**src/shared/cid_pkg.sv**
```systemverilog
// shared constants and carrier types for the extended identifier buffer
package cid_pkg;
  // ---------------------------------------------------------------
  // register map (byte addresses)
  // ---------------------------------------------------------------
  localparam logic [7:0] CID_OFS_TX_HIGH   = 8'h00;
  localparam logic [7:0] CID_OFS_TX_SECOND = 8'h04;
  localparam logic [7:0] CID_OFS_TX_THIRD  = 8'h08;
  localparam logic [7:0] CID_OFS_TX_LOW    = 8'h0C;
  localparam logic [7:0] CID_OFS_RX_HIGH   = 8'h10;
  localparam logic [7:0] CID_OFS_RX_SECOND = 8'h14;
  localparam logic [7:0] CID_OFS_RX_THIRD  = 8'h18;
  localparam logic [7:0] CID_OFS_RX_LOW    = 8'h1C;
  localparam logic [7:0] CID_OFS_CONTROL   = 8'h20;
  localparam logic [7:0] CID_OFS_STATUS    = 8'h24;
  // ---------------------------------------------------------------
  // field layout
  // ---------------------------------------------------------------
  localparam int CID_EXT_BITS  = 32;
  localparam int CID_STD_BITS  = 13;
  localparam int CID_EXT_ID_W  = 29;
  localparam int CID_STD_ID_W  = 11;
  localparam int CID_SRR_POS   = 4;
  localparam int CID_IDE_POS   = 3;
  localparam int CID_RTR_POS   = 0;
  localparam int CID_CTL_START = 0;
  localparam int CID_ST_BUSY   = 0;
  localparam int CID_ST_RXFULL = 1;
  localparam int CID_ST_WIN    = 2;
  localparam logic [5:0] CID_CNT_EXT = 6'h20;
  localparam logic [5:0] CID_CNT_STD = 6'h0D;
  localparam logic [1:0] CID_RESP_OKAY   = 2'h0;
  localparam logic [1:0] CID_RESP_SLVERR = 2'h2;
  localparam logic [31:0] CID_ZERO32 = 32'h0000_0000;
  // ---------------------------------------------------------------
  // carriers
  // ---------------------------------------------------------------
  typedef struct packed {
    logic        awvalid;
    logic [7:0]  awaddr;
    logic        wvalid;
    logic [31:0] wdata;
    logic [3:0]  wstrb;
    logic        bready;
    logic        arvalid;
    logic [7:0]  araddr;
    logic        rready;
  } cid_axi_req_t;
  typedef struct packed {
    logic        awready;
    logic        wready;
    logic        bvalid;
    logic [1:0]  bresp;
    logic        arready;
    logic        rvalid;
    logic [31:0] rdata;
    logic [1:0]  rresp;
  } cid_axi_rsp_t;
endpackage

```
**src/hw/cid_buffer.sv**
```systemverilog
// extended identifier buffer: registers, arbitration shifter, receive capture
//
// The placing of the registers and register access over AXI4-Lite are this design's own decisions.
`timescale 1ns/1ps
`default_nettype none
module cid_buffer
  import cid_pkg::*;
#(
  parameter int ADDR_W = 8
)(
  // clock and reset
  input  wire  logic         MCLK_IN,
  input  wire  logic         RST_N_IN,
  // register bus
  input  wire  cid_axi_req_t AXI_REQ_IN,
  output var   cid_axi_rsp_t AXI_RSP_OUT,
  // bus bit timing and arbitration
  input  wire  logic         TX_BIT_EN_IN,
  input  wire  logic [28:0]  RIVAL_ID_IN,
  output var   logic         TX_BIT_OUT,
  output var   logic         TX_BUSY_OUT,
  output var   logic         TX_WINS_OUT,
  // receive capture
  input  wire  logic         RX_STORE_IN,
  input  wire  logic [31:0]  RX_ID_IN
);
  // ---------------------------------------------------------------
  // state
  // ---------------------------------------------------------------
  typedef struct packed {
    logic [3:0][7:0] tx_id;
    logic [3:0][7:0] rx_id;
    logic            rx_full;
    logic            busy;
    logic [31:0]     shreg;
    logic [5:0]      cnt;
    logic            tx_bit;
    logic            win;
    logic            aw_hold;
    logic [7:0]      aw_addr;
    logic            w_hold;
    logic [31:0]     wdata;
    logic            wlane;
    cid_axi_rsp_t    rsp;
  } cid_state_t;

  cid_state_t st_reg;
  cid_state_t st_next;

  if (ADDR_W != 8)
  begin : g_chk
    $error("cid_buffer: ADDR_W must be 8");
  end

  // ---------------------------------------------------------------
  // field decoding
  // ---------------------------------------------------------------
  // bytes concatenated high first already are the bus order
  function automatic logic [31:0] arb_field(input logic [3:0][7:0] b);
    logic [31:0] f;
    f = {b[3], b[2], b[1], b[0]};
    if (!b[2][CID_IDE_POS])
      f = {b[3], b[2][7:3], 19'h0_0000};
    return f;
  endfunction

  function automatic logic [28:0] id_value(input logic [3:0][7:0] b);
    logic [28:0] v;
    v = {b[3], b[2][7:5], b[2][2:0], b[1], b[0][7:1]};
    if (!b[2][CID_IDE_POS])
      v = {b[3], b[2][7:5], 18'h0_0000};
    return v;
  endfunction

  function automatic logic [31:0] rd_mux(input cid_state_t s, input logic [7:0] a, output logic ok);
    logic [31:0] d;
    d  = CID_ZERO32;
    ok = 1'b1;
    unique case (a)
      CID_OFS_TX_HIGH:   d[7:0] = s.tx_id[3];
      CID_OFS_TX_SECOND: d[7:0] = s.tx_id[2];
      CID_OFS_TX_THIRD:  d[7:0] = s.tx_id[1];
      CID_OFS_TX_LOW:    d[7:0] = s.tx_id[0];
      CID_OFS_RX_HIGH:   d[7:0] = s.rx_id[3];
      CID_OFS_RX_SECOND: d[7:0] = s.rx_id[2];
      CID_OFS_RX_THIRD:  d[7:0] = s.rx_id[1];
      CID_OFS_RX_LOW:    d[7:0] = s.rx_id[0];
      CID_OFS_CONTROL:   d = CID_ZERO32;
      CID_OFS_STATUS:
      begin
        d[CID_ST_BUSY]   = s.busy;
        d[CID_ST_RXFULL] = s.rx_full;
        d[CID_ST_WIN]    = s.win;
      end
      default:           ok = 1'b0;
    endcase
    return d;
  endfunction

  // ---------------------------------------------------------------
  // next state
  // ---------------------------------------------------------------
  always_comb
  begin
    logic        rd_ok;
    logic        start;
    logic        rx_clr;
    logic [31:0] rdat;
    st_next = st_reg;
    rd_ok   = 1'b0;
    start   = 1'b0;
    rx_clr  = 1'b0;
    rdat    = CID_ZERO32;

    // write address and data, taken in either order
    if (AXI_REQ_IN.awvalid && st_reg.rsp.awready)
    begin
      st_next.aw_hold = 1'b1;
      st_next.aw_addr = AXI_REQ_IN.awaddr;
    end
    if (AXI_REQ_IN.wvalid && st_reg.rsp.wready)
    begin
      st_next.w_hold = 1'b1;
      st_next.wdata  = AXI_REQ_IN.wdata;
      st_next.wlane  = AXI_REQ_IN.wstrb[0];
    end
    if (st_reg.aw_hold && st_reg.w_hold && !st_reg.rsp.bvalid)
    begin
      st_next.aw_hold    = 1'b0;
      st_next.w_hold     = 1'b0;
      st_next.rsp.bvalid = 1'b1;
      st_next.rsp.bresp  = CID_RESP_OKAY;
      unique case (st_reg.aw_addr)
        CID_OFS_TX_HIGH:   if (st_reg.wlane) st_next.tx_id[3] = st_reg.wdata[7:0];
        CID_OFS_TX_SECOND: if (st_reg.wlane) st_next.tx_id[2] = st_reg.wdata[7:0];
        CID_OFS_TX_THIRD:  if (st_reg.wlane) st_next.tx_id[1] = st_reg.wdata[7:0];
        CID_OFS_TX_LOW:    if (st_reg.wlane) st_next.tx_id[0] = st_reg.wdata[7:0];
        CID_OFS_CONTROL:   start = st_reg.wlane && st_reg.wdata[CID_CTL_START];
        CID_OFS_STATUS:    rx_clr = st_reg.wlane && st_reg.wdata[CID_ST_RXFULL];
        CID_OFS_RX_HIGH, CID_OFS_RX_SECOND, CID_OFS_RX_THIRD, CID_OFS_RX_LOW: ;
        default:           st_next.rsp.bresp = CID_RESP_SLVERR;
      endcase
    end
    if (st_reg.rsp.bvalid && AXI_REQ_IN.bready)
      st_next.rsp.bvalid = 1'b0;
    st_next.rsp.awready = !st_next.aw_hold && !st_next.rsp.bvalid;
    st_next.rsp.wready  = !st_next.w_hold && !st_next.rsp.bvalid;

    // read channel: one cycle from address to data
    if (AXI_REQ_IN.arvalid && st_reg.rsp.arready)
    begin
      rdat               = rd_mux(st_reg, AXI_REQ_IN.araddr, rd_ok);
      st_next.rsp.rvalid = 1'b1;
      st_next.rsp.rdata  = rdat;
      st_next.rsp.rresp  = rd_ok ? CID_RESP_OKAY : CID_RESP_SLVERR;
    end
    else if (st_reg.rsp.rvalid && AXI_REQ_IN.rready)
      st_next.rsp.rvalid = 1'b0;
    st_next.rsp.arready = !st_next.rsp.rvalid;

    // arbitration field shifter, msb first
    if (start && !st_reg.busy)
    begin
      st_next.busy  = 1'b1;
      st_next.shreg = arb_field(st_next.tx_id);
      st_next.cnt   = st_next.tx_id[2][CID_IDE_POS] ? CID_CNT_EXT : CID_CNT_STD;
    end
    else if (st_reg.busy && TX_BIT_EN_IN)
    begin
      st_next.tx_bit = st_reg.shreg[31];
      st_next.shreg  = {st_reg.shreg[30:0], 1'b1};
      st_next.cnt    = st_reg.cnt - 6'h01;
      st_next.busy   = (st_reg.cnt != 6'h01);
    end
    // the last field bit stands one clock before the line goes recessive
    if (!st_reg.busy)
      st_next.tx_bit = 1'b1;

    // lower identifier wins
    st_next.win = id_value(st_reg.tx_id) < RIVAL_ID_IN;

    // receive capture; a new frame wins over a software clear
    if (rx_clr)
      st_next.rx_full = 1'b0;
    if (RX_STORE_IN)
    begin
      st_next.rx_id   = RX_ID_IN;
      st_next.rx_full = 1'b1;
    end
  end

  // ---------------------------------------------------------------
  // registers
  // ---------------------------------------------------------------
  // identifier bytes are left unreset, like the buffer ram
  always_ff @(posedge MCLK_IN)
  begin
    st_reg <= st_next;
    if (!RST_N_IN)
    begin
      st_reg.rx_full <= 1'b0;
      st_reg.busy    <= 1'b0;
      st_reg.shreg   <= CID_ZERO32;
      st_reg.cnt     <= 6'h00;
      st_reg.tx_bit  <= 1'b1;
      st_reg.win     <= 1'b0;
      st_reg.aw_hold <= 1'b0;
      st_reg.aw_addr <= 8'h00;
      st_reg.w_hold  <= 1'b0;
      st_reg.wdata   <= CID_ZERO32;
      st_reg.wlane   <= 1'b0;
      st_reg.rsp     <= '0;
    end
  end

  assign AXI_RSP_OUT = st_reg.rsp;
  assign TX_BIT_OUT  = st_reg.tx_bit;
  assign TX_BUSY_OUT = st_reg.busy;
  assign TX_WINS_OUT = st_reg.win;

  // ---------------------------------------------------------------
  // checks
  // ---------------------------------------------------------------
  chk_rx_capture: assert property (@(posedge MCLK_IN) disable iff (!RST_N_IN)
    RX_STORE_IN |=> st_reg.rx_id == $past(RX_ID_IN))
    else $error("received identifier not stored as sampled");

  chk_rx_flags: assert property (@(posedge MCLK_IN) disable iff (!RST_N_IN)
    RX_STORE_IN |=> st_reg.rx_id[2][CID_IDE_POS] == $past(RX_ID_IN[19]) && st_reg.rx_full)
    else $error("received format flag lost");

  chk_rx_rtr: assert property (@(posedge MCLK_IN) disable iff (!RST_N_IN)
    RX_STORE_IN |=> st_reg.rx_id[0][CID_RTR_POS] == $past(RX_ID_IN[0]))
    else $error("received remote flag lost");

  chk_ext_count: assert property (@(posedge MCLK_IN) disable iff (!RST_N_IN)
    $rose(st_reg.busy) && st_reg.tx_id[2][CID_IDE_POS] |-> st_reg.cnt == CID_CNT_EXT)
    else $error("extended field not 32 bits");

  chk_std_count: assert property (@(posedge MCLK_IN) disable iff (!RST_N_IN)
    $rose(st_reg.busy) && !st_reg.tx_id[2][CID_IDE_POS] |-> st_reg.cnt == CID_CNT_STD)
    else $error("standard field not 13 bits");

  chk_msb_first: assert property (@(posedge MCLK_IN) disable iff (!RST_N_IN)
    st_reg.busy && TX_BIT_EN_IN && st_reg.cnt == (st_reg.tx_id[2][CID_IDE_POS] ? CID_CNT_EXT : CID_CNT_STD)
      |=> TX_BIT_OUT == $past(st_reg.tx_id[3][7]))
    else $error("identifier msb not sent first");

  chk_bit_order: assert property (@(posedge MCLK_IN) disable iff (!RST_N_IN)
    st_reg.busy && TX_BIT_EN_IN |=> TX_BIT_OUT == $past(st_reg.shreg[31]))
    else $error("arbitration bits out of order");

  chk_std_ignore: assert property (@(posedge MCLK_IN) disable iff (!RST_N_IN)
    $rose(st_reg.busy) && !st_reg.tx_id[2][CID_IDE_POS] |-> st_reg.shreg[18:0] == 19'h0_0000)
    else $error("extended bits leak into standard frame");

  chk_priority: assert property (@(posedge MCLK_IN) disable iff (!RST_N_IN)
    st_reg.tx_id[2][CID_IDE_POS] && $stable(st_reg.tx_id) ##1 $stable(st_reg.tx_id)
      |-> TX_WINS_OUT == (id_value(st_reg.tx_id) < $past(RIVAL_ID_IN)))
    else $error("smaller identifier did not win");

  chk_read_one: assert property (@(posedge MCLK_IN) disable iff (!RST_N_IN)
    AXI_REQ_IN.arvalid && AXI_RSP_OUT.arready |=> AXI_RSP_OUT.rvalid && !AXI_RSP_OUT.arready)
    else $error("read not answered in one cycle");

  chk_write_resp: assert property (@(posedge MCLK_IN) disable iff (!RST_N_IN)
    st_reg.aw_hold && st_reg.w_hold && !AXI_RSP_OUT.bvalid |=> AXI_RSP_OUT.bvalid)
    else $error("write response missing");

  chk_rx_srr: assert property (@(posedge MCLK_IN) disable iff (!RST_N_IN)
    RX_STORE_IN |=> st_reg.rx_id[2][CID_SRR_POS] == $past(RX_ID_IN[20]))
    else $error("received substitute bit altered");

  chk_rx_clear: assert property (@(posedge MCLK_IN) disable iff (!RST_N_IN)
    st_reg.aw_hold && st_reg.w_hold && !AXI_RSP_OUT.bvalid && st_reg.wlane && st_reg.aw_addr == CID_OFS_STATUS
      && st_reg.wdata[CID_ST_RXFULL] && !RX_STORE_IN |=> !st_reg.rx_full)
    else $error("receive full flag not cleared");

  chk_wr_high: assert property (@(posedge MCLK_IN) disable iff (!RST_N_IN)
    st_reg.aw_hold && st_reg.w_hold && !AXI_RSP_OUT.bvalid && st_reg.wlane && st_reg.aw_addr == CID_OFS_TX_HIGH
      |=> st_reg.tx_id[3] == $past(st_reg.wdata[7:0]))
    else $error("high identifier byte not written");

  chk_wr_second: assert property (@(posedge MCLK_IN) disable iff (!RST_N_IN)
    st_reg.aw_hold && st_reg.w_hold && !AXI_RSP_OUT.bvalid && st_reg.wlane && st_reg.aw_addr == CID_OFS_TX_SECOND
      |=> st_reg.tx_id[2] == $past(st_reg.wdata[7:0]))
    else $error("second identifier byte not written");

  chk_wr_third: assert property (@(posedge MCLK_IN) disable iff (!RST_N_IN)
    st_reg.aw_hold && st_reg.w_hold && !AXI_RSP_OUT.bvalid && st_reg.wlane && st_reg.aw_addr == CID_OFS_TX_THIRD
      |=> st_reg.tx_id[1] == $past(st_reg.wdata[7:0]))
    else $error("third identifier byte not written");

  chk_wr_low: assert property (@(posedge MCLK_IN) disable iff (!RST_N_IN)
    st_reg.aw_hold && st_reg.w_hold && !AXI_RSP_OUT.bvalid && st_reg.wlane && st_reg.aw_addr == CID_OFS_TX_LOW
      |=> st_reg.tx_id[0] == $past(st_reg.wdata[7:0]))
    else $error("low identifier byte not written");

  chk_bresp_hold: assert property (@(posedge MCLK_IN) disable iff (!RST_N_IN)
    AXI_RSP_OUT.bvalid && !AXI_REQ_IN.bready |=> AXI_RSP_OUT.bvalid && $stable(AXI_RSP_OUT.bresp))
    else $error("write response dropped before taken");

  chk_rdata_hold: assert property (@(posedge MCLK_IN) disable iff (!RST_N_IN)
    AXI_RSP_OUT.rvalid && !AXI_REQ_IN.rready |=> AXI_RSP_OUT.rvalid && $stable(AXI_RSP_OUT.rdata))
    else $error("read data dropped before taken");

  chk_last_bit: assert property (@(posedge MCLK_IN) disable iff (!RST_N_IN)
    st_reg.busy && TX_BIT_EN_IN && st_reg.cnt == 6'h01 |=> !TX_BUSY_OUT && TX_BIT_OUT == $past(st_reg.shreg[31]))
    else $error("last field bit not shown");

  chk_idle_bit: assert property (@(posedge MCLK_IN) disable iff (!RST_N_IN)
    !TX_BUSY_OUT && !$past(TX_BUSY_OUT) |-> TX_BIT_OUT)
    else $error("idle line not recessive");

  chk_bit_hold: assert property (@(posedge MCLK_IN) disable iff (!RST_N_IN)
    st_reg.busy && !TX_BIT_EN_IN |=> $stable(TX_BIT_OUT) && $stable(st_reg.cnt))
    else $error("field bit moved without a bit pulse");

  chk_rd_high: assert property (@(posedge MCLK_IN) disable iff (!RST_N_IN)
    AXI_REQ_IN.arvalid && AXI_RSP_OUT.arready && AXI_REQ_IN.araddr == CID_OFS_TX_HIGH
      |=> AXI_RSP_OUT.rdata == {24'h00_0000, $past(st_reg.tx_id[3])})
    else $error("high identifier byte read back wrong");

  chk_rd_unmapped: assert property (@(posedge MCLK_IN) disable iff (!RST_N_IN)
    AXI_REQ_IN.arvalid && AXI_RSP_OUT.arready && AXI_REQ_IN.araddr > CID_OFS_STATUS
      |=> AXI_RSP_OUT.rresp == CID_RESP_SLVERR && AXI_RSP_OUT.rdata == CID_ZERO32)
    else $error("unmapped read not refused");

  chk_busy_count: assert property (@(posedge MCLK_IN) disable iff (!RST_N_IN)
    st_reg.busy |-> st_reg.cnt != 6'h00)
    else $error("shifter busy with no bits left");
endmodule
`default_nettype wire

```
**config.mk**
```make
export PLATFORM = sky130hd
export DESIGN_NAME = cid_buffer
export DESIGN_NICKNAME = d
export VERILOG_FILES = /design/src/shared/cid_pkg.sv /design/src/hw/cid_buffer.sv
export SDC_FILE = /design/constraint.sdc
export NUM_CORES = 1
export LEC_CHECK = 0
export ABC_CLOCK_PERIOD_IN_PS = 2500
export BUFFER_PORTS_ARGS = -buffer_cell sky130_fd_sc_hd__buf_4
export CAP_MARGIN = 20
export CELL_PAD_IN_SITES_DETAIL_PLACEMENT = 0
export CELL_PAD_IN_SITES_GLOBAL_PLACEMENT = 2
export CORE_MARGIN = 2
export CORE_UTILIZATION = 33
export DETAILED_ROUTE_END_ITERATION = 8
export PLACE_DENSITY_LB_ADDON = 0.1
export SETUP_SLACK_MARGIN = 0.15
export SYNTH_ARGS = -nofsm -noshare
export SYNTH_HDL_FRONTEND = slang
export SYNTH_SLANG_ARGS = --single-unit
```
**constraint.sdc**
```tcl
create_clock -name MCLK_IN -period 2.5 [get_ports MCLK_IN]
set_input_delay 0.375 -clock MCLK_IN [delete_from_list [all_inputs] [get_ports MCLK_IN]]
set_output_delay 0.375 -clock MCLK_IN [all_outputs]
set_load 0.01 [all_outputs]
```
==> flow_summary.ini, run 1 <==
[sta]
fin_crit_ns = 2.17
setup_viol = 0
maxSlewHeadroom_pct = 57.8
worstMarginPinSlew_ns = 0.628
period_share_pct = 86.6
rsz0062_at_grt = false
layout_setup_ws_ns = 0.334
report.final.slew_viol_count = 0
setup_tns_ns = 0
clock.fmax_ghz = 0.462
final_hold_viol_count = 0
skew_ns = 0.00915

[detailed_routing]
wl_per_cell_microns = 17.5
dr.pass1.iters = 5
ant_nets = 0
num_vias = 5409
drt_wl_total_mm = 19.2
drc_errors = 0
dr.first_iter.drc_count = 330
viasPerCell = 4.93

[clocking]
clk_path_buf_depth = 2
cts-root-buf = clkbuf_16
clock-sinks = 140
clk_latency_ns = 0.42
clkSlewWorstSetupHoldPaths_ns = 0.06
numCtsBuffers = 17
ctsHtreeMaxLevel = 4
cts_tree = built

[global_routing]
grt_pass1_vias = 5346
grt_pass1_wl_mm = 29.3
grt_start_max_net_pins = 37
grt_overflow_total = 0
grt_usage_pct = 17.4
antenna_found_initial = 0

[final_layout]
fin_area_sq_um = 8500
synthToLayoutAreaGrowth_pct = 21.9
diodes = 0
num-nets-final = 963
largest_register_ffs = 122
layout-drive-gt1-share_pct = 24.2
final_cells = 1098
layout_common_cells = buf_4, dfxtp_1, nand2_1, o21ai_0, inv_1
final_common_cell = buf_4
num-fill-cells = 2095

[logic_synthesis]
ys_async_sr_fraction_pct = 0
yosysSeqAreaShare_pct = 44.8
ys_ff_latch = 140
synthFlopType = dfxtp_1
ys_types = 53
synthCells = 721
synth.cell_area_sq_um = 6980
avgSynthCellArea_sq_um = 9.67
yosysWarningCount = 0
synth-edff-count = 32

[setup_path]
crit_fanout = 9
crit_cells = 7
path_common_cell = a2111oi_2
worstPathBufferInverterCount = 0
reg2regPathDepth = 7
critPathTopFamily = compound AO/OA/AOI/OAI gates
startpoint = st_reg[177]
cp_cell_sequence = and2_1 > ha_1 > a2111oi_2 > o21ai_1 > a2111oi_2 > o211ai_1 > a21oi_1
slowest_delay_ns = 0.38
worstPathArrival_ns = 2.51
crit_path_start_kind = flop
critPathKind = reg -> reg
worst_path_max_delay_cell = dfxtp_2
endpoint_kind = flop
r2r_start = st_reg[177]
cp.required_ns = 2.84

[hold_path]
holdPathStages = 1
min_from = RX_ID_IN[21]
worst_hold_path_type = in -> reg

[placement]
placed_cell_area_sq_um = 7880
place_inst = 1066
place.port_buffers = 112
place_congestion = 0.854
place_ws_ns = 0.0965
hpwl_mm = 14.4

[status]
outcome = finished clean

[floorplanning]
core_region_area_sq_um = 20900
io-pin-count = 166
rows = 53
fp.dieH_microns = 149
initial_utilization_pct = 33.4
die_area_sq_um = 22300
die_x_microns = 149

[power]
power.static_leakage_nw = 3.61
ir_worst_vdd_uv = 439
power_density_nw_per_um2 = 636

[flow_run]
drv_cap = 0
layout make-up:
| type | count | area, sq um | share of cell area (%) |
|---|---|---|---|
| clock buffers | 18 | 450 | 5.30 |
| clock inverters | 13 | 150 | 1.77 |
| inverters | 38 | 143 | 1.68 |
| multi-input cells | 488 | 3330 | 39.2 |
| flip-flops and latches | 140 | 3120 | 36.7 |
| well taps | 275 | 344 | 4.05 |
| repair buffers | 126 | 958 | 11.3 |
timing repair:
action,4_1_cts,5_1_grt
gates resized for setup,1,5
hold buffers,0,0
setup endpoints to repair,1,2
buffers inserted,0,1
pin swaps,0,3
path summary, 6_finish.rpt:
| check | to | slack (ns) |
|---|---|---|
| max | TX_WINS_OUT | 0.33 |
| min | st_reg[147] | 0.13 |
| max reg2reg | TX_WINS_OUT | 0.33 |
| min reg2reg | AXI_RSP_OUT[7] | 0.47 |
report_power, final:
part / total, mW / internal [mW] / switching (mW)
Combinational: 0.390 / 0.194 / 0.196
Sequential: 2.43 / 2.39 / 0.0472
Clock: 2.58 / 1.55 / 1.04
metal layers:
layer	routed length, microns	share of wire, %	GRT usage, %
met1	8990	47	23.0
met2	8880	46	28.0
met3	1000	5.2	4.16
met4	293	1.5	5.43
met5	0	0	0
metrics by stage:
stage	util [%]	total power, mW	hold slack (ns)
2_1_floorplan	-	2.70	0.437
3_3_place_gp	37.7	2.87	0.458
3_5_place_dp	37.7	2.87	0.461
4_1_cts	40.6	5.49	0.112
5_1_grt	40.7	5.63	0.105
6_report	40.7	5.41	0.134
cells in the mapped netlist (2+ instances only):
cell type  count  area share [%]
xor2_1         3            0.38
buf_4         42             4.5
nand4_1        3            0.27
nor3_1         3            0.22
or4_1          3            0.32
a21oi_1       25             1.8
buf_2          6            0.43
a221oi_1       3            0.38
and4_1         5            0.63
nor3b_1        2            0.22
and3_1         4            0.36
nand3_1       26             1.9
edfxtp_1      32              14
clkbuf_1      27             1.5
dfxtp_1      108              31
a2bb2oi_1      2            0.25
buf_1          3            0.16
nor4_1         2            0.18
inv_1         37             2.0
mux2_2        27             4.4
a22o_1        29             3.6
nor2b_1        8            0.72
a2111oi_0      4            0.50
a211oi_1       2            0.22
nand2_1      100             5.4
a31oi_1        4            0.36
nand2b_1       5            0.45
a21boi_0      29             3.1
and2_1        22             2.0
o22ai_1        3            0.27
mux4_2         6             1.9
a22oi_1       11             1.2
nand3b_1       5            0.54
o21ai_0       45             3.2
o211ai_1       2            0.22
a21o_1         2            0.22
ha_1          30             5.4
and3b_1        2            0.25
o211a_1        5            0.72
nor2_1        13            0.70
o21a_1        10             1.1
mux2i_1       10             1.4
kinds of logic after synthesis:
kind of cell             count (synthesis)  synth area share, %
buffers and inverters                  118                 8.99
XOR/XNOR                                 3                0.377
multiplexers                            44                 8.05
adder cells (fa/ha/maj)                 30                 5.38
AO/OA/AOI/OAI                          178                 17.4
flip-flops                             140                 44.8
AND/OR/NAND/NOR                        207                 15.0
other                                    1               0.0538
Power figures use the tool's default switching activity.
==> run 2: changes to the inputs <==
--- a/config.mk
+++ b/config.mk
@@ -10,7 +10,6 @@
 export CAP_MARGIN = 20
 export CELL_PAD_IN_SITES_DETAIL_PLACEMENT = 0
 export CELL_PAD_IN_SITES_GLOBAL_PLACEMENT = 2
-export CORE_MARGIN = 2
 export CORE_UTILIZATION = 33
 export DETAILED_ROUTE_END_ITERATION = 8
 export PLACE_DENSITY_LB_ADDON = 0.1
==> run 2 against run 1 <==
  * Combinational power is essentially flat
  * Via count shrank 0.18%
  * Die area shrank 2.7%
==> flow_summary.ini, run 2 (synthesized netlist as in run 1, its figures left out) <==
[clocking]
clk_path_buf_depth = 2
cts_tree = built
cts-root-buf = clkbuf_16
clock-sinks = 140
ctsHtreeMaxLevel = 4
numCtsBuffers = 17
postCtsSetupRepairBufs = 0
clkSlewWorstSetupHoldPaths_ns = 0.06
hold_buffers = 0
clk_latency_ns = 0.43

[setup_path]
cp.required_ns = 2.85
r2r_slack_ns = 0.34
crit_fanout = 12
r2r_end = TX_WINS_OUT
reg2regPathDepth = 7
cp-endpoint = TX_WINS_OUT
r2r_start = st_reg[177]
crit_path_start_kind = flop
critPathKind = reg -> reg
endpoint_kind = flop
worstPathArrival_ns = 2.50
startpoint = st_reg[177]

[final_layout]
final_common_cell = buf_4
synthToLayoutAreaGrowth_pct = 21.2
final_cells = 1094
layout-drive-gt1-share_pct = 24.0
num-nets-final = 963
final_util_pct = 41.3
fin_area_sq_um = 8460
diodes = 0
largest_register_ffs = 122
layout_common_cells = buf_4, dfxtp_1, nand2_1, o21ai_0, inv_1

[detailed_routing]
wl_per_cell_microns = 17.5
dr.pass1.iters = 4
num_vias = 5399
viasPerCell = 4.94
drc_errors = 0
dr.first_iter.drc_count = 277
drt_wl_total_mm = 19.1
ant_nets = 0

[sta]
period_share_pct = 86.2
skew_ns = 0.0138
worstMarginPinSlew_ns = 0.589
setup_tns_ns = 0
clock.fmax_ghz = 0.464
setup_viol = 0
maxSlewHeadroom_pct = 60.4
report.final.slew_viol_count = 0
fin_crit_ns = 2.16
rsz0062_at_grt = false
final_hold_viol_count = 0

[floorplanning]
rows = 52
core_region_area_sq_um = 20500
io-pin-count = 166
fp.dieH_microns = 147
die_area_sq_um = 21700
initial_utilization_pct = 34.0
die_x_microns = 147

[power]
power.static_leakage_nw = 3.60
ir_worst_vdd_uv = 375
p_int_mw = 3.98
power.switching_mw = 1.31
power_density_nw_per_um2 = 626
p_comb_share_pct = 7.3
seqPwrFrac_pct = 46.0
p_total_mw = 5.29
clkPwrFrac_pct = 46.7
netSwitchingFraction_pct = 24.7

[global_routing]
grt_start_max_net_pins = 39
antenna_found_initial = 0
grt_pass1_wl_mm = 30.0
grt_pass1_vias = 5493
grt_usage_pct = 18.1
gr-usage-met2_pct = 29.0
grt_busiest_layer = met2
grtUsageMet3_pct = 4.10
grt_overflow_total = 0
grtUsageMet1_pct = 24.2

[placement]
hpwl_mm = 14.5
place_congestion = 0.818
place.port_buffers = 112
placed_cell_area_sq_um = 7870
place_inst = 1062

[status]
outcome = finished clean

[flow_run]
drv_cap = 0

[hold_path]
worst_hold_path_type = in -> reg
[run 2: per-stage QoR]
| step | setup WS (ns) | hold WS, ns |
|---|---|---|
| 5_1_grt | 0.174 | 0.0992 |
| 3_3_place_gp | 0.0402 | 0.456 |
| 6_report | 0.344 | 0.127 |
| 4_1_cts | 0.218 | 0.106 |
| 3_5_place_dp | 0.0175 | 0.469 |
| 2_1_floorplan | 0.402 | 0.437 |
[run 2: area by class of cell]
class,count,area (sq um)
Sequential cell,140,3120
Timing Repair Buffer,126,946
Tap cell,270,338
Inverter,38,143
Clock buffer,18,429
Fill cell,2100,12000
Clock inverter,14,150
Multi-Input combinational cell,488,3330
[run 2: worst min-delay path by stage]
| stage | start | endpoint | slack, ns | cells after the start |
|---|---|---|---|---|
| 6_report | RX_ID_IN[0] | st_reg[126] | 0.13 | 1 |
| 5_1_grt | RX_ID_IN[5] | st_reg[131] | 0.1 | 1 |
| 4_1_cts | RX_ID_IN[5] | st_reg[131] | 0.11 | 1 |
| 3_5_place_dp | st_reg[41] | st_reg[41] | 0.47 | 2 |
| 3_3_place_gp | AXI_RSP_OUT[7] | AXI_RSP_OUT[7] | 0.46 | 2 |
| 2_1_floorplan | st_reg[74] | AXI_RSP_OUT[39] | 0.44 | 1 |
[run 2: layer usage]
| layer | routed length [microns] | part of all wire (%) |
|---|---|---|
| met5 | 0 | 0 |
| met4 | 346 | 1.8 |
| met3 | 818 | 4.3 |
| met2 | 8810 | 46 |
| met1 | 9160 | 48 |
[run 2: critical path: stages (launching register included)]
cell	delay [ns]
dfxtp_2	0.37
and2_1	0.17
ha_1	0.29
a2111oi_0	0.36
o21ai_0	0.20
a2111oi_2	0.40
o211ai_1	0.17
a21oi_1	0.14
[run 2: repair_timing]
item | CTS | global route
setup endpoints to repair | 1 | 1
resized for setup | 2 | 1
endpoints found under the hold margin | 0 | 0
[run 2: power by group through the flow]
stage	logic, mW	clock network [mW]	registers, mW
5_1_grt	0.428	2.64	2.44
6_report	0.387	2.47	2.43
4_1_cts	0.392	2.55	2.43
2_1_floorplan	0.237	0	2.46
3_3_place_gp	0.384	0	2.48
3_5_place_dp	0.390	0	2.48
==> run 3: changes to the inputs <==
--- a/config.mk
+++ b/config.mk
@@ -12,6 +12,7 @@
 export CELL_PAD_IN_SITES_GLOBAL_PLACEMENT = 2
 export CORE_UTILIZATION = 33
 export DETAILED_ROUTE_END_ITERATION = 8
+export GPL_ROUTABILITY_DRIVEN = 0
 export PLACE_DENSITY_LB_ADDON = 0.1
 export SETUP_SLACK_MARGIN = 0.15
 export SYNTH_ARGS = -nofsm -noshare
==> constraint.sdc (replaced) <==
create_clock -name MCLK_IN -period 2.5 [get_ports MCLK_IN]
set_input_delay 0.125 -clock MCLK_IN [delete_from_list [all_inputs] [get_ports MCLK_IN]]
set_output_delay 0.125 -clock MCLK_IN [all_outputs]
set_load 0.01 [all_outputs]
==> run 3 against run 2 <==
  * Via count is 4.1% higher
  * Largest power group unchanged
  * Worst setup slack worse by 0.0080 ns
  * Count of clock-buffer cells in the layout stayed put
  * Sequential cell count stayed put
  * Power is 1.7% higher
  * Clock power hardly changed
==> flow_summary.ini, run 3 (synthesized netlist as in run 1, its figures left out) <==
[status]
outcome = finished clean

[clocking]
cts_tree = built
ctsHtreeMaxLevel = 4
clock-sinks = 140
clkSlewWorstSetupHoldPaths_ns = 0.07
clk_path_buf_depth = 2
cts-root-buf = clkbuf_16
clk_latency_ns = 0.42
numCtsBuffers = 17
postCtsSetupRepairBufs = 0

[setup_path]
crit_fanout = 12
endpoint_kind = flop
worstPathArrival_ns = 2.51
r2r_slack_ns = 0.34
cp.required_ns = 2.85
crit_path_start_kind = flop
critPathKind = reg -> reg

[final_layout]
num-nets-final = 1016
num-fill-cells = 1998
layout_common_cells = buf_4, dfxtp_1, nand2_1, dlygate4sd3_1, o21ai_0
layout-drive-gt1-share_pct = 22.7
diodes = 0
final_common_cell = buf_4
largest_register_ffs = 122
synthToLayoutAreaGrowth_pct = 28.9

[floorplanning]
io-pin-count = 166
core_region_area_sq_um = 20500
die_area_sq_um = 21700
initial_utilization_pct = 34.0
die_x_microns = 147
rows = 52
fp.dieH_microns = 147

[hold_path]
worst_hold_path_type = in -> reg

[power]
p_total_mw = 5.38
ir_worst_vdd_uv = 428
power.static_leakage_nw = 3.81
power_density_nw_per_um2 = 599

[global_routing]
grt_pass1_wl_mm = 31.0
grt_pass1_vias = 5570
grt_usage_pct = 18.7
grt_start_max_net_pins = 34
antenna_found_initial = 0
grt_overflow_total = 0

[sta]
maxSlewHeadroom_pct = 62.4
worstMarginPinSlew_ns = 0.559
holdWs_ns = 0.0317
setup_tns_ns = 0
skew_ns = 0.0125
clock.fmax_ghz = 0.462
setup_viol = 0
final_hold_viol_count = 0
fin_crit_ns = 2.16
report.final.slew_viol_count = 0
period_share_pct = 86.5
rsz0062_at_grt = false

[detailed_routing]
drt_wl_total_mm = 19.6
dr.pass1.iters = 4
ant_nets = 0
drc_errors = 0
dr.first_iter.drc_count = 340
num_vias = 5618
wl_per_cell_microns = 17.1
viasPerCell = 4.90

[flow_run]
drv_cap = 0

[placement]
hpwl_mm = 14.7
place.port_buffers = 112
-- run 3: changes by cell type in the layout (fill, tap and decap cells not counted), sizes merged --
cell	previous run	this run
dlygate4sd3	0	52
buf	126	127
clkinv	4	5
clkinvlp	1	2
inv	46	44
-- run 3: report_power, final --
part	internal, mW	switching (mW)
clock network	1.41	1.08
logic	0.245	0.214
registers	2.39	0.0463
-- run 3: repair_timing --
action | in CTS | in global routing
setup endpoints to repair | 1 | 1
resized for setup | 1 | 2
endpoints found under the hold margin | 51 | 1
hold buffers | 51 | 1
-- run 3: critical path: stages, from the launching register on --
cell and delay (ns):
dfxtp_2 0.36, and2_1 0.17, ha_1 0.29, a2111oi_0 0.38, o21ai_0 0.19, a2111oi_2 0.39, o211ai_1 0.17, a21oi_1 0.14
-- run 3: per-stage QoR --
step	utilization (%)	std cells	setup WS [ns]	instance area [sq um]
2_1_floorplan	-	746	0.402	7070
3_3_place_gp	38.4	1063	0.0783	7880
3_5_place_dp	38.4	1063	0.0684	7880
4_1_cts	43.8	1146	0.158	8970
5_1_grt	43.9	1147	0.188	8990
6_report	43.9	1147	0.336	8990
-- run 3: layout make-up --
type                       instances  area, sq um  area share, %
clock buffer                      18          429           4.77
clock inverter                    14          156           1.74
inverter                          38          143           1.59
multi-input combinational        488         3330           37.0
sequential                       140         3120           34.8
tap                              270          338           3.76
timing repair buffer             179         1470           16.4
-- run 3: path summary, 6_finish.rpt --
path / cells past startpoint / start / to
worst min-delay path: 3 / AXI_REQ_IN[56] / st_reg[75]
worst min register to register: 2 / st_reg[41] / st_reg[41]
worst max-delay path: 7 / st_reg[177] / TX_WINS_OUT
worst max register to register: 7 / st_reg[177] / TX_WINS_OUT
-- run 3: metal layers --
metal,part of all wire [%],track usage [%],up-vias
li1,-,-,2790
met5,0,0,-
met2,47,30.5,134
met3,3.6,3.73,17
met1,49,25.2,2677
met4,1.4,5.15,0
